[src/core/dao_pkg.sv]
// Shared constants and types for the asynchronous ODT transition logic
// How it works
// - Power-down keeps ODT live; no read/write
// - DLL frozen in power-down selects async ODT
// - Async ODT path skips additive latency
// - Entry window only when DLL frozen
// - Entry window starts WL-1 before CKE low
// - Entry window ends at tCPDED end
// - Refresh in progress stretches entry to tRFC
// - Start cycle excluded, final cycle included
// - Turn-on may fall between both delays
// - Turn-off may fall between both delays
// - Before entry sync, after entry async
// - Exit window WL-1 before to tXPDLL after
// - Before exit async, after exit sync
// - Entry/exit overlap merges into one span
// - Exit/entry overlap merges into one span
package dao_pkg;
	localparam int unsigned DAO_CLK_PS      = 4000;
	localparam int unsigned DAO_WL_W        = 5;
	localparam int unsigned DAO_CNT_W       = 8;
	localparam int unsigned DAO_HIST_D      = 24;
	localparam int unsigned DAO_TANPD_OFS   = 1;
	localparam int unsigned DAO_ODTL_OFS    = 2;
	localparam int unsigned DAO_TAPD_MIN_PS = 2000;
	localparam int unsigned DAO_TAPD_MAX_PS = 8500;
	localparam int unsigned DAO_TAPD_MIN_CYC =
		(DAO_TAPD_MIN_PS + DAO_CLK_PS - 1) / DAO_CLK_PS < 1 ? 1 : (DAO_TAPD_MIN_PS + DAO_CLK_PS - 1) / DAO_CLK_PS;
	localparam int unsigned DAO_TAPD_MAX_CYC =
		DAO_TAPD_MAX_PS / DAO_CLK_PS < 1 ? 1 : DAO_TAPD_MAX_PS / DAO_CLK_PS;
	localparam int unsigned DAO_TRFC_NS     = 110;
	localparam int unsigned DAO_TXPDLL_NS   = 24;
	localparam int unsigned DAO_TCPDED_CK   = 1;
	localparam int unsigned DAO_TRFC_CYC    = (DAO_TRFC_NS * 1000 + DAO_CLK_PS - 1) / DAO_CLK_PS;
	localparam int unsigned DAO_TXPDLL_CYC  = (DAO_TXPDLL_NS * 1000 + DAO_CLK_PS - 1) / DAO_CLK_PS;
	localparam logic        DAO_CKE_RST     = 1'h1;
	localparam logic        DAO_ODT_RST     = 1'h0;
	localparam logic        DAO_PD_DLL_FROZEN = 1'h0;

	typedef enum logic [1:0] {
		DAO_CMD_NOP,
		DAO_CMD_REF,
		DAO_CMD_RD,
		DAO_CMD_WR
	} dao_cmd_t;
endpackage

[src/core/dao_link_if.sv]
// Link between controller end and memory end: CKE, ODT and command
`timescale 1ns/1ps
`default_nettype none
interface dao_link_if;
	import dao_pkg::*;
	logic     cke;
	logic     odt;
	dao_cmd_t cmd;

	modport ctrl (output cke, output odt, output cmd);
	modport dram (input cke, input odt, input cmd);
endinterface
`default_nettype wire

[src/core/dao_ctrl_end.sv]
// Controller end: CKE sequencing, command gating and RTT-uncertain windows
`timescale 1ns/1ps
`default_nettype none
module dao_ctrl_end
	import dao_pkg::*;
#(
	parameter int unsigned CNT_W      = DAO_CNT_W,
	parameter int unsigned TRFC_CYC   = DAO_TRFC_CYC,
	parameter int unsigned TXPDLL_CYC = DAO_TXPDLL_CYC,
	parameter int unsigned TCPDED_CYC = DAO_TCPDED_CK
) (
	input  wire logic                clk,
	input  wire logic                rst_n,
	input  wire logic [DAO_WL_W-1:0] wl,
	input  wire logic                mr0_pd_dll,
	input  wire logic                pd_req,
	input  wire logic                cmd_valid,
	input  wire dao_cmd_t            cmd_code,
	input  wire logic                odt_req,
	dao_link_if.ctrl                 link,
	output logic                     cmd_ready,
	output logic                     cmd_reject,
	output logic                     in_pd,
	output logic                     entry_win,
	output logic                     exit_win,
	output logic                     rtt_uncertain
);
	typedef enum logic [1:0] {
		DAO_ST_UP,
		DAO_ST_ENTRY_LEAD,
		DAO_ST_PD,
		DAO_ST_EXIT_LEAD
	} dao_state_t;

	dao_state_t          state_q;
	dao_state_t          state_d;
	logic [DAO_WL_W-1:0] lead_q;
	logic [DAO_WL_W-1:0] lead_d;
	logic [DAO_WL_W-1:0] lead_len;
	logic [CNT_W-1:0]    ent_q;
	logic [CNT_W-1:0]    ent_d;
	logic [CNT_W-1:0]    ext_q;
	logic [CNT_W-1:0]    ext_d;
	logic [CNT_W-1:0]    trfc_q;
	logic [CNT_W-1:0]    trfc_d;
	logic                fire;
	logic                frozen;
	logic                entry_d;
	logic                exit_d;
	logic                cke_d;

	function automatic logic [CNT_W-1:0] cnt_max(input logic [CNT_W-1:0] a, input logic [CNT_W-1:0] b);
		cnt_max = (a > b) ? a : b;
	endfunction

	assign frozen   = (mr0_pd_dll == DAO_PD_DLL_FROZEN);
	assign lead_len = (wl > DAO_WL_W'(DAO_TANPD_OFS)) ? wl - DAO_WL_W'(DAO_TANPD_OFS) : DAO_WL_W'(1);
	assign fire     = cmd_valid && cmd_ready;

	always_comb begin
		state_d = state_q;
		lead_d  = lead_q;
		ent_d   = (ent_q != '0) ? ent_q - 1'b1 : '0;
		ext_d   = (ext_q != '0) ? ext_q - 1'b1 : '0;
		trfc_d  = (trfc_q != '0) ? trfc_q - 1'b1 : '0;
		if (fire && cmd_code == DAO_CMD_REF) begin
			trfc_d = CNT_W'(TRFC_CYC);
		end
		case (state_q)
			DAO_ST_UP: begin
				// A command issued this cycle wins; entry starts next cycle
				if (pd_req && !fire) begin
					state_d = DAO_ST_ENTRY_LEAD;
					lead_d  = lead_len;
				end
			end
			DAO_ST_ENTRY_LEAD: begin
				if (lead_q <= DAO_WL_W'(1)) begin
					state_d = DAO_ST_PD;
					// Refresh still running pushes the end out to tRFC
					ent_d   = cnt_max(CNT_W'(TCPDED_CYC), trfc_d);
				end else begin
					lead_d = lead_q - 1'b1;
				end
			end
			DAO_ST_PD: begin
				// Exit may start while the entry tail still runs
				if (!pd_req) begin
					state_d = DAO_ST_EXIT_LEAD;
					lead_d  = lead_len;
				end
			end
			DAO_ST_EXIT_LEAD: begin
				if (lead_q <= DAO_WL_W'(1)) begin
					state_d = DAO_ST_UP;
					ext_d   = CNT_W'(TXPDLL_CYC + 1);
				end else begin
					lead_d = lead_q - 1'b1;
				end
			end
			default: begin
				state_d = DAO_ST_UP;
				lead_d  = '0;
			end
		endcase
	end

	// First lead cycle is the tANPD start point and stays outside
	assign entry_d = frozen && ((state_d == DAO_ST_ENTRY_LEAD && lead_d != lead_len) || ent_d != '0);
	assign exit_d  = frozen && ((state_d == DAO_ST_EXIT_LEAD && lead_d != lead_len) || ext_d != '0);
	assign cke_d   = (state_d == DAO_ST_UP || state_d == DAO_ST_ENTRY_LEAD);

	always_ff @(posedge clk or negedge rst_n) begin
		if (!rst_n) begin
			state_q <= DAO_ST_UP;
			lead_q  <= '0;
		end else begin
			state_q <= state_d;
			lead_q  <= lead_d;
		end
	end

	always_ff @(posedge clk or negedge rst_n) begin
		if (!rst_n) begin
			ent_q  <= '0;
			ext_q  <= '0;
			trfc_q <= '0;
		end else begin
			ent_q  <= ent_d;
			ext_q  <= ext_d;
			trfc_q <= trfc_d;
		end
	end

	always_ff @(posedge clk or negedge rst_n) begin
		if (!rst_n) begin
			link.cke <= DAO_CKE_RST;
			in_pd    <= 1'b0;
		end else begin
			link.cke <= cke_d;
			in_pd    <= !cke_d;
		end
	end

	// ODT follows the user in every state; its receiver stays live in power-down
	always_ff @(posedge clk or negedge rst_n) begin
		if (!rst_n) begin
			link.odt <= DAO_ODT_RST;
		end else begin
			link.odt <= odt_req;
		end
	end

	// No commands during lead, power-down, DLL relock or refresh
	always_ff @(posedge clk or negedge rst_n) begin
		if (!rst_n) begin
			cmd_ready <= 1'b0;
		end else begin
			cmd_ready <= state_d == DAO_ST_UP && !pd_req && ext_d == '0 && trfc_d == '0;
		end
	end

	always_ff @(posedge clk or negedge rst_n) begin
		if (!rst_n) begin
			link.cmd   <= DAO_CMD_NOP;
			cmd_reject <= 1'b0;
		end else begin
			link.cmd   <= fire ? cmd_code : DAO_CMD_NOP;
			cmd_reject <= cmd_valid && !cmd_ready;
		end
	end

	// Union of windows covers both overlap cases without extra logic
	always_ff @(posedge clk or negedge rst_n) begin
		if (!rst_n) begin
			entry_win     <= 1'b0;
			exit_win      <= 1'b0;
			rtt_uncertain <= 1'b0;
		end else begin
			entry_win     <= entry_d;
			exit_win      <= exit_d;
			rtt_uncertain <= entry_d || exit_d;
		end
	end
endmodule
`default_nettype wire

[src/flat_wrapper.sv]
// flat-port wrapper written by rule: the top's interface ports become plain ports
module dao_ctrl_end_flat import dao_pkg::*;
#(
	parameter int unsigned CNT_W      = DAO_CNT_W,
	parameter int unsigned TRFC_CYC   = DAO_TRFC_CYC,
	parameter int unsigned TXPDLL_CYC = DAO_TXPDLL_CYC,
	parameter int unsigned TCPDED_CYC = DAO_TCPDED_CK
)
  (clk, rst_n, wl, mr0_pd_dll, pd_req, cmd_valid, cmd_code, odt_req, cmd_ready, cmd_reject, in_pd, entry_win, exit_win, rtt_uncertain, link_cke, link_odt, link_cmd);
  dao_link_if link_i ();
  input  wire logic clk;
  input  wire logic rst_n;
  input  wire logic [DAO_WL_W-1:0] wl;
  input  wire logic mr0_pd_dll;
  input  wire logic pd_req;
  input  wire logic cmd_valid;
  input  wire dao_cmd_t cmd_code;
  input  wire logic odt_req;
  output logic cmd_ready;
  output logic cmd_reject;
  output logic in_pd;
  output logic entry_win;
  output logic exit_win;
  output logic rtt_uncertain;
  output wire logic [$bits(link_i.cke)-1:0] link_cke;
  output wire logic [$bits(link_i.odt)-1:0] link_odt;
  output wire logic [$bits(link_i.cmd)-1:0] link_cmd;
  assign link_cke = link_i.cke;
  assign link_odt = link_i.odt;
  assign link_cmd = link_i.cmd;
  dao_ctrl_end #(.CNT_W(CNT_W), .TRFC_CYC(TRFC_CYC), .TXPDLL_CYC(TXPDLL_CYC), .TCPDED_CYC(TCPDED_CYC)) u_core (.clk(clk), .rst_n(rst_n), .wl(wl), .mr0_pd_dll(mr0_pd_dll), .pd_req(pd_req), .cmd_valid(cmd_valid), .cmd_code(cmd_code), .odt_req(odt_req), .link(link_i), .cmd_ready(cmd_ready), .cmd_reject(cmd_reject), .in_pd(in_pd), .entry_win(entry_win), .exit_win(exit_win), .rtt_uncertain(rtt_uncertain));
endmodule
[config.mk]
export PLATFORM = sky130hd
export DESIGN_NAME = dao_ctrl_end_flat
export DESIGN_NICKNAME = d
export VERILOG_FILES = /design/src/core/dao_pkg.sv /design/src/core/dao_link_if.sv /design/src/core/dao_ctrl_end.sv /design/src/flat_wrapper.sv
export SDC_FILE = /design/constraint.sdc
export NUM_CORES = 1
export LEC_CHECK = 0
export BUFFER_PORTS_ARGS = -buffer_cell sky130_fd_sc_hd__buf_4
export CAP_MARGIN = 20
export CORE_ASPECT_RATIO = 1.75
export CORE_UTILIZATION = 38
export CTS_CLUSTER_DIAMETER = 200
export DETAILED_ROUTE_END_ITERATION = 10
export GPL_TIMING_DRIVEN = 0
export REMOVE_ABC_BUFFERS = 1
export SYNTH_ARGS = -nofsm -noshare
export SYNTH_HDL_FRONTEND = slang
export SYNTH_SLANG_ARGS = --single-unit
[constraint.sdc]
create_clock -name clk -period 2.23 [get_ports clk]
set_clock_uncertainty 0.05 [all_clocks]
set_input_delay 0.446 -clock clk [delete_from_list [all_inputs] [get_ports clk]]
set_output_delay 0.446 -clock clk [all_outputs]
set_load 0.01 [all_outputs]
# ---- Word level (Yosys, flattened, before mapping)
# Index checks and enable logic that the tools add are counted.
dict set report word_totals {
  latchBits 0
  rom_bits 0
  reg_bits 41
  n_memories 0
  input_bits 13
  output_inout_bits 10
  elab_cells 79
  ram_bits 0
}
dict set report classes {
  bitwise 1
  mux 20
  multipliers 0
  eq_ne 7
  n_addsub 5
  magnitude_cmp 3
  shifts 0
  n_reduce_logical 29
  div 0
}
# op n
set ops {}
lappend ops {{8-bit 2-to-1 mux} 9}
lappend ops {{8-bit nonzero test} 5}
lappend ops {{8-bit by 1-bit subtractor with 8-bit output, second input constant} 3}
lappend ops {{5-bit 2-to-1 mux} 4}
lappend ops {{8-bit zero test} 2}
lappend ops {{5-bit one-hot mux with 3 select lines} 1}
lappend ops {{1-bit logical AND} 11}
lappend ops {{2-bit 2-to-1 mux} 5}
lappend ops {{5-bit by 1-bit subtractor with 5-bit output, second input constant} 2}
lappend ops {{1-bit by 8-bit greater-than comparator with 1-bit output, first input constant} 1}
lappend ops {{2-bit one-hot mux with 4 select lines} 1}
lappend ops {{2-bit by 1-bit == test with 1-bit output, second input constant} 3}
lappend ops {{2-bit == test, second input constant} 3}
lappend ops {{5-bit by 1-bit greater-than comparator with 1-bit output, second input constant} 1}
lappend ops {{5-bit by 1-bit less-or-equal comparator with 1-bit output, second input constant} 1}
lappend ops {{5-bit != test} 1}
lappend ops {{1-bit zero test} 4}
lappend ops {{2-bit zero test} 2}
lappend ops {{1-bit logical OR} 4}
lappend ops {{2-bit OR reduction} 1}
lappend ops {{1-bit NOT} 1}

# ---- Longest topological paths before layout
# Gate-level depths: netlist of the first run.
dict set report logic_depth {
  word_depth 11
  depth_mapped 10
  mapped_depth_nobuf 9
}

# ---- Worst setup path before layout of the first run
# Ideal clock, no wire load.
dict set report synth_timing {
  kind {reg2reg}
  startpoint {reg u_core.lead_q[1]}
  endpoint {reg u_core.exit_win}
  setup_slack_ps 35
  period_less_slack_ps 2195
  setup_ps 122
  t_arrival_ps 2024
  n_path_buf 0
  t_required_ps 2058
  path_stages_with_launch 10
  path_cell_list {dfrtp_1 -> inv_1 -> ha_1 -> o21bai_2 -> and4_1 -> o31ai_1 -> o2111ai_1 -> nor4b_2 -> nor2_1 -> a32o_1}
}
dict set report synth_via {
  elab_chain_len 7
  elab_cells_between_ends 17
  classes_between {1 x add/sub; 1 x order compare; 2 x eq/ne; 9 x mux; 4 x reduce/logical}
}
# item line_no
set synth_lines {}
lappend synth_lines {{start: declaration} dao_ctrl_end.sv:37} ;# logic [DAO_WL_W-1:0] lead_q;
lappend synth_lines {{start signal: assignment} dao_ctrl_end.sv:119} ;# lead_q <= lead_d;
lappend synth_lines {{5-bit by 1-bit subtractor with 5-bit output / 5-bit by 1-bit less-or-equal comparator with 1-bit output (equally long branches)} n/a}
lappend synth_lines {{5-bit 2-to-1 mux (tied with other cells)} {dao_ctrl_end.sv:78, dao_ctrl_end.sv:94}}
lappend synth_lines {{5-bit one-hot mux with 3 select lines / 2-bit one-hot mux with 4 select lines (equally long branches)} dao_ctrl_end.sv:69} ;# case (state_q)
lappend synth_lines {{5-bit != test / 2-bit == test (equally long branches)} dao_ctrl_end.sv:110} ;# assign exit_d = frozen && ((state_d == DAO_ST_EXIT_LEAD && lead_d != lead_len) || ext_d != '0);
lappend synth_lines {{1-bit logical AND} dao_ctrl_end.sv:110}
lappend synth_lines {{1-bit logical OR *} dao_ctrl_end.sv:110}
lappend synth_lines {{1-bit logical AND *} dao_ctrl_end.sv:110}
lappend synth_lines {{named net u_core.exit_d} dao_ctrl_end.sv:49} ;# logic exit_d;
lappend synth_lines {{end signal: assignment} dao_ctrl_end.sv:181} ;# exit_win <= exit_d;
lappend synth_lines {{end: declaration} dao_ctrl_end.sv:25} ;# output logic exit_win,
# The timed path passes the listed nets; every way through them passes the cells marked *.

# ---- Worst setup path in the final report of the first run
dict set report layout_timing {
  startpoint {reg u_core.lead_q[2]}
  endpoint {reg u_core.rtt_uncertain}
}
dict set report layout_via {
  elab_chain_len 8
  elab_cells_between_ends 25
  classes_between {1 x add/sub; 1 x order compare; 3 x eq/ne; 11 x mux; 9 x reduce/logical}
}
# item line_no
set layout_lines {}
lappend layout_lines {{5-bit by 1-bit subtractor with 5-bit output / 5-bit by 1-bit less-or-equal comparator with 1-bit output (equally long branches)} n/a}
lappend layout_lines {{5-bit 2-to-1 mux (tied with other cells)} {dao_ctrl_end.sv:78, dao_ctrl_end.sv:94}}
lappend layout_lines {{5-bit one-hot mux with 3 select lines / 2-bit one-hot mux with 4 select lines (equally long branches)} dao_ctrl_end.sv:69}
lappend layout_lines {{5-bit != test (tied with other cells)} {dao_ctrl_end.sv:109, dao_ctrl_end.sv:110}}
lappend layout_lines {{1-bit logical AND (on tied branches)} {dao_ctrl_end.sv:109, dao_ctrl_end.sv:110}}
lappend layout_lines {{1-bit logical OR (on tied branches)} {dao_ctrl_end.sv:109, dao_ctrl_end.sv:110}}
lappend layout_lines {{1-bit logical AND (on tied branches)} {dao_ctrl_end.sv:109, dao_ctrl_end.sv:110}}
lappend layout_lines {{1-bit logical OR *} dao_ctrl_end.sv:182} ;# rtt_uncertain <= entry_d || exit_d;
lappend layout_lines {{end signal: assignment} dao_ctrl_end.sv:182}
lappend layout_lines {{end: declaration} dao_ctrl_end.sv:26} ;# output logic rtt_uncertain
# Every way passes the cells marked *; elsewhere a longest branch is shown, timed or not.

==> flow_summary.yaml, run 1 <==
clock_network:
  clock-root-buffer: "clkbuf_16"
  cts_buffers: 5
  cts_tree: "built"
  cts.path.max_buffers: 2
  cts.clk_slew.worst_paths_ps: 60
  ctsHoldBuffers: 0
  clk_latency_ps: 280
  clock_sinks: 40
  htree_levels: 2
layout:
  syn_to_final_growth_pct: 31.5
  nets: 357
  multi_input_area_um2: 1770
  insertedDiodeCount: 0
  seqCellArea_um2: 1010
  fillers: 661
  layout-drive-gt1-share: 0.331
  mostFrequentLayoutCells: "buf_4, dfrtp_1, nor2_1, o21ai_0, nand2_1"
  finalInstanceArea_um2: 3470
  layout_commonest_cell: "buf_4"
  final_util: 0.523
worst_setup_path:
  worstPathRequired_ps: 2390
  crit_start: "u_core.lead_q[2]$_DFF_PN0_"
  regToRegSetupSlack_ps: -40
  critPathArrivalTime_ps: 2430
  reg2reg_depth: 8
  crit_type: "reg -> reg"
  startpoint_type: "register"
  critPathMaxFanout: 7
  critPathCaptureType: "register"
  rr_startpoint: "u_core.lead_q[2]$_DFF_PN0_"
  r2r-end: "u_core.rtt_uncertain$_DFF_PN0_"
  endpoint: "u_core.rtt_uncertain$_DFF_PN0_"
sta:
  drv_slew: 0
  rsz0062_at_grt: "yes"
  min_period_ps: 2270
  setup_viol: 3
  setup_ws_ps: -36.7
  fmax_ghz: 0.441
  fin_crit_sh: 1.02
  max_slew_margin: 0.648
  hold_viol: 0
  worst_hold_slack_ps: 87.6
  worst_pin_slew_ps: 529
route:
  wl_met2_mm: 4.05
  vias_per_cell: 5.55
  met1_length_mm: 2.46
  vias: 2314
  initialDrtViolationCount: 131
  drc: 0
  top_layer: "met4"
  routed_wl_mm: 6.88
  antenna_left: 0
  wl_per_cell_um: 16.5
  route.met3.wl_um: 147
  first_pass_iters: 6
worst_hold_path:
  holdCritPathClass: "in -> async"
die:
  coreArea_um2: 6640
  die_w_um: 65.0
  dieArea_um2: 7300
  die_y_um: 112
  num_io_pins: 23
  initial_core_util: 0.398
  rows: 39
placed_design:
  post_dp_cell_area_um2: 2880
  dpl_worst_slack_ps: -511
  routabilityCongestion: 0.866
  dp.final_hpwl_mm: 4.65
  portBuffers: 22
power:
  peakVddDrop_mv: 0.685
  power_mw: 4.44
  leakage_nw: 1.41
  p_per_area_nw_per_um2: 1280
yosys:
  yosys_warnings: 0
  syn_area_um2: 2640
  synth-seq-area-share: 0.380
  ys_async_sr_fraction: 1.00
  synth.distinct_cells: 66
  synth_edf_count: 0
  synth_area_per_cell_um2: 9.26
  ys_dominant_reg_cell: "dfrtp_1"
  synth_seq_cells: 40
  synth_cells: 285
status:
  outcome: "finished with violations"
  failed_checks: "setup timing"
global_route:
  antenna_found_initial: 0
  grt_first_pass_wirelength_mm: 11.0
  grt_max_degree: 41
  first_global_vias: 2272
  grt.overflow.total: 0
  grtUsageTotal: 0.200
run:
  drv_cap: 0
## repair_timing
action,CTS,global route
buffers inserted,13,13
setup endpoints to repair,8,4
pin swaps,14,15
gates resized for setup,27,35
## cell families after synthesis
family,share of synthesized area
adders and majority gates,0.0427
and+or+nand+nor,0.256
xor gates and xnor gates,0.0630
DFF,0.380
AOI/OAI and AO/OA,0.203
buffers and inverters,0.0365
muxes,0.0190
## metrics by stage
step                TNS [ps]  std cells
floorplan                  0        280
global placement       -1220        384
detailed placement     -1460        384
CTS                    -9.97        404
global route            -360        417
finish                 -82.3        417
## worst max-delay path: stages, from the launching register on
cell       delay, ps
dfrtp_2          470
nor3_4           330
buf_4            180
a21oi_2           60
or4b_4           490
o2111ai_4        130
nor4b_4           90
nor3_2           230
o21bai_4         160
## power by group
group / leakage [nW] / switching [mW] / internal, mW
Clock: 0.0667 / 0.280 / 0.407
Combinational: 0.882 / 1.16 / 1.20
Sequential: 0.461 / 0.397 / 1.00
## how the worst min path moves through the flow
stage	from	endpoint	cells after the start
2_1_floorplan	rst_n	u_core.cmd_ready$_DFF_PN0_	0
3_3_place_gp	rst_n	u_core.trfc_q[0]$_DFF_PN0_	1
3_5_place_dp	rst_n	u_core.trfc_q[1]$_DFF_PN0_	1
4_1_cts	rst_n	u_core.ext_q[5]$_DFF_PN0_	1
5_1_grt	rst_n	u_core.ext_q[5]$_DFF_PN0_	1
6_report	rst_n	u_core.trfc_q[1]$_DFF_PN0_	1
## sequential cells by signal, indices dropped and copies added (netlist names)
register / count
u_core.cmd_ready: 1
u_core.cmd_reject: 1
u_core.ent_q: 8
u_core.entry_win: 1
u_core.exit_win: 1
u_core.ext_q: 8
u_core.in_pd: 1
u_core.lead_q: 5
u_core.link.cke: 1
u_core.link.cmd: 2
u_core.link.odt: 1
u_core.rtt_uncertain: 1
u_core.state_q: 1
u_core.trfc_q: 8
## layout make-up
class / count / area share
multi-input combinational: 222 / 0.510
sequential: 40 / 0.292
timing repair buffer: 48 / 0.110
clock buffer: 6 / 0.0371
tap: 82 / 0.0295
inverter: 18 / 0.0202
clock inverter: 1 / 0.00144
## cells in the mapped netlist (all sizes together), types with 5 or more instances
cell,count,area [µm²]
dfrtp,39,976
nor2,32,120
o21ai,21,105
inv,18,67.6
nor3,17,101
nand2,16,60.1
a21oi,14,70.1
xnor2,12,105
ha,9,113
xor2,7,61.3
a211oi,6,45.0
and3,5,33.8
mux2i,5,50.1
nand2b,5,31.3
## per-layer routing
metal  global-route usage  vias to the layer above
met5                    0                        -
met4               0.0993                        0
met3               0.0305                       18
met2                0.375                       44
met1                0.205                     1110
li1                     -                     1142
Power figures use the tool's default switching activity.
==> run 2, diff against run 1 <==
--- a/config.mk
+++ b/config.mk
@@ -13,6 +13,7 @@
 export DETAILED_ROUTE_END_ITERATION = 10
 export GPL_TIMING_DRIVEN = 0
 export REMOVE_ABC_BUFFERS = 1
+export SETUP_SLACK_MARGIN = 0.2
 export SYNTH_ARGS = -nofsm -noshare
 export SYNTH_HDL_FRONTEND = slang
 export SYNTH_SLANG_ARGS = --single-unit
==> run 2 against run 1 <==
  * The flow now finishes without violations
  * First-iteration DRC count rose by 0.76%
  * Register-to-register slack improved by 40 ps
  * Sequential cell count did not move
  * Die area did not move
  * Final cell count rose by 0.24%
  * Highest routed layer unchanged
==> flow_summary.yaml, run 2 (synthesis results as in run 1) <==
status:
  outcome: "completed"
power:
  seq_power_share: 0.318
  intPower_mw: 2.60
  p_per_area_nw_per_um2: 1260
  switchingPower_mw: 1.86
  combPwrFrac: 0.528
  peakVddDrop_mv: 0.726
  leakage_nw: 1.43
  pwr-share-clk: 0.154
  p_sw_frac: 0.417
sta:
  worst_pin_slew_ps: 520
  hold_viol: 0
  max_slew_margin: 0.654
  rsz0062_at_grt: "yes"
  drv_slew: 0
  fmax_ghz: 0.449
  setup_viol: 0
  setup_ws_ps: 1.86
  min_period_ps: 2230
  fin_crit_sh: 0.999
worst_setup_path:
  crit_type: "reg -> reg"
  worstPathRequired_ps: 2350
  reg2reg_depth: 8
  critPathMaxFanout: 4
  startpoint_type: "register"
  regToRegSetupSlack_ps: 2
  critPathArrivalTime_ps: 2350
  endpoint: "u_core.exit_win$_DFF_PN0_"
  rr_startpoint: "u_core.lead_q[0]$_DFF_PN0_"
  critPathCaptureType: "register"
  crit_start: "u_core.lead_q[0]$_DFF_PN0_"
  r2r-end: "u_core.exit_win$_DFF_PN0_"
layout:
  largestRegisters: "u_core.ent_q (8), u_core.ext_q (8), u_core.trfc_q (8)"
  insertedDiodeCount: 0
  layout-drive-gt1-share: 0.357
  fillers: 643
  nets: 358
  layout_commonest_cell: "buf_4"
  mostFrequentLayoutCells: "buf_4, nor2_1, dfrtp_1, o21ai_0, nand2_1"
  syn_to_final_growth_pct: 33.5
  finalInstanceArea_um2: 3520
clock_network:
  clock_sinks: 40
  clk_latency_ps: 280
  cts_tree: "built"
  cts.clk_slew.worst_paths_ps: 60
  cts.path.max_buffers: 2
  htree_levels: 2
  cts_buffers: 5
  clock-root-buffer: "clkbuf_16"
route:
  vias: 2346
  routed_wl_mm: 6.96
  wl_per_cell_um: 16.7
  drc: 0
  vias_per_cell: 5.61
  first_pass_iters: 6
  initialDrtViolationCount: 132
  antenna_left: 0
worst_hold_path:
  holdCritPathClass: "in -> async"
global_route:
  grtUsageTotal: 0.202
  antenna_found_initial: 0
  grt.overflow.total: 0
  grt_max_degree: 41
  grt_first_pass_wirelength_mm: 11.2
  first_global_vias: 2345
run:
  drv_cap: 0
die:
  rows: 39
  num_io_pins: 23
  dieArea_um2: 7300
  coreArea_um2: 6640
  die_y_um: 112
  initial_core_util: 0.398
  die_w_um: 65.0
placed_design:
  routabilityCongestion: 0.866
  post_dp_cell_area_um2: 2880
  dpl_worst_slack_ps: -511
  dp.final_hpwl_mm: 4.65
  portBuffers: 22
## run 2: per-stage QoR
step / total power, mW / std cells / setup TNS, ps / util / hold slack [ps]
2_1_floorplan: 2.48 / 280 / 0 / - / 100
3_3_place_gp: 2.91 / 384 / -1220 / 0.434 / 413
4_1_cts: 3.97 / 408 / -9.97 / 0.493 / 118
5_1_grt: 4.77 / 418 / -211 / 0.531 / 135
3_5_place_dp: 2.93 / 384 / -1460 / 0.434 / 415
6_report: 4.45 / 418 / 0 / 0.531 / 87.2
## run 2: layer usage
metal	vias to the layer above	part of all wire	GRT usage
met3	23	0.023	0.0305
met1	1127	0.36	0.206
met4	0	0.043	0.113
met5	-	0	0
met2	47	0.58	0.377
li1	1149	-	-
## run 2: critical path, stage by stage (launching register included)
cell and delay (ps):
dfrtp_2 440, buf_6 150, nor4b_4 270, mux2i_1 240
xnor2_1 190, o2111ai_4 160, nor4b_4 320, nor2_1 70
a32o_1 230
## run 2: worst min-delay path by stage
stage	start	endpoint	slack (ps)	cells after the start
final	rst_n	u_core.ext_q[5]$_DFF_PN0_	90	1
after global routing	rst_n	u_core.ext_q[5]$_DFF_PN0_	130	1
after CTS	rst_n	u_core.ext_q[5]$_DFF_PN0_	120	1
after detailed placement	rst_n	u_core.trfc_q[1]$_DFF_PN0_	410	1
after global placement	rst_n	u_core.trfc_q[0]$_DFF_PN0_	410	1
after floorplan	rst_n	u_core.cmd_ready$_DFF_PN0_	100	0
## run 2: cell type report
cell class,count,area [µm²],area share
inverters,18,70.1,0.0199
flip-flops and latches,40,1020,0.289
clock buffers,6,129,0.0366
multi-input cells,222,1810,0.515
well taps,82,103,0.0291
repair buffers,49,387,0.110
clock inverters,1,5.00,0.00142
## run 2: timing repair
item                                    CTS  global route
endpoints found under the setup margin   11             6
hold endpoints to repair                  0             0
hold buffers                              0             0
gates resized for setup                  31            43
pin swaps                                14            19
setup buffers                            17            10
## run 2: power by group through the flow
stage	Sequential (mW)	Combinational, mW	Clock, mW
finish	1.41	2.35	0.686
global route	1.46	2.59	0.725
CTS	1.38	1.90	0.701
detailed placement	1.39	1.55	0
global placement	1.38	1.52	0
floorplan	1.30	1.17	0
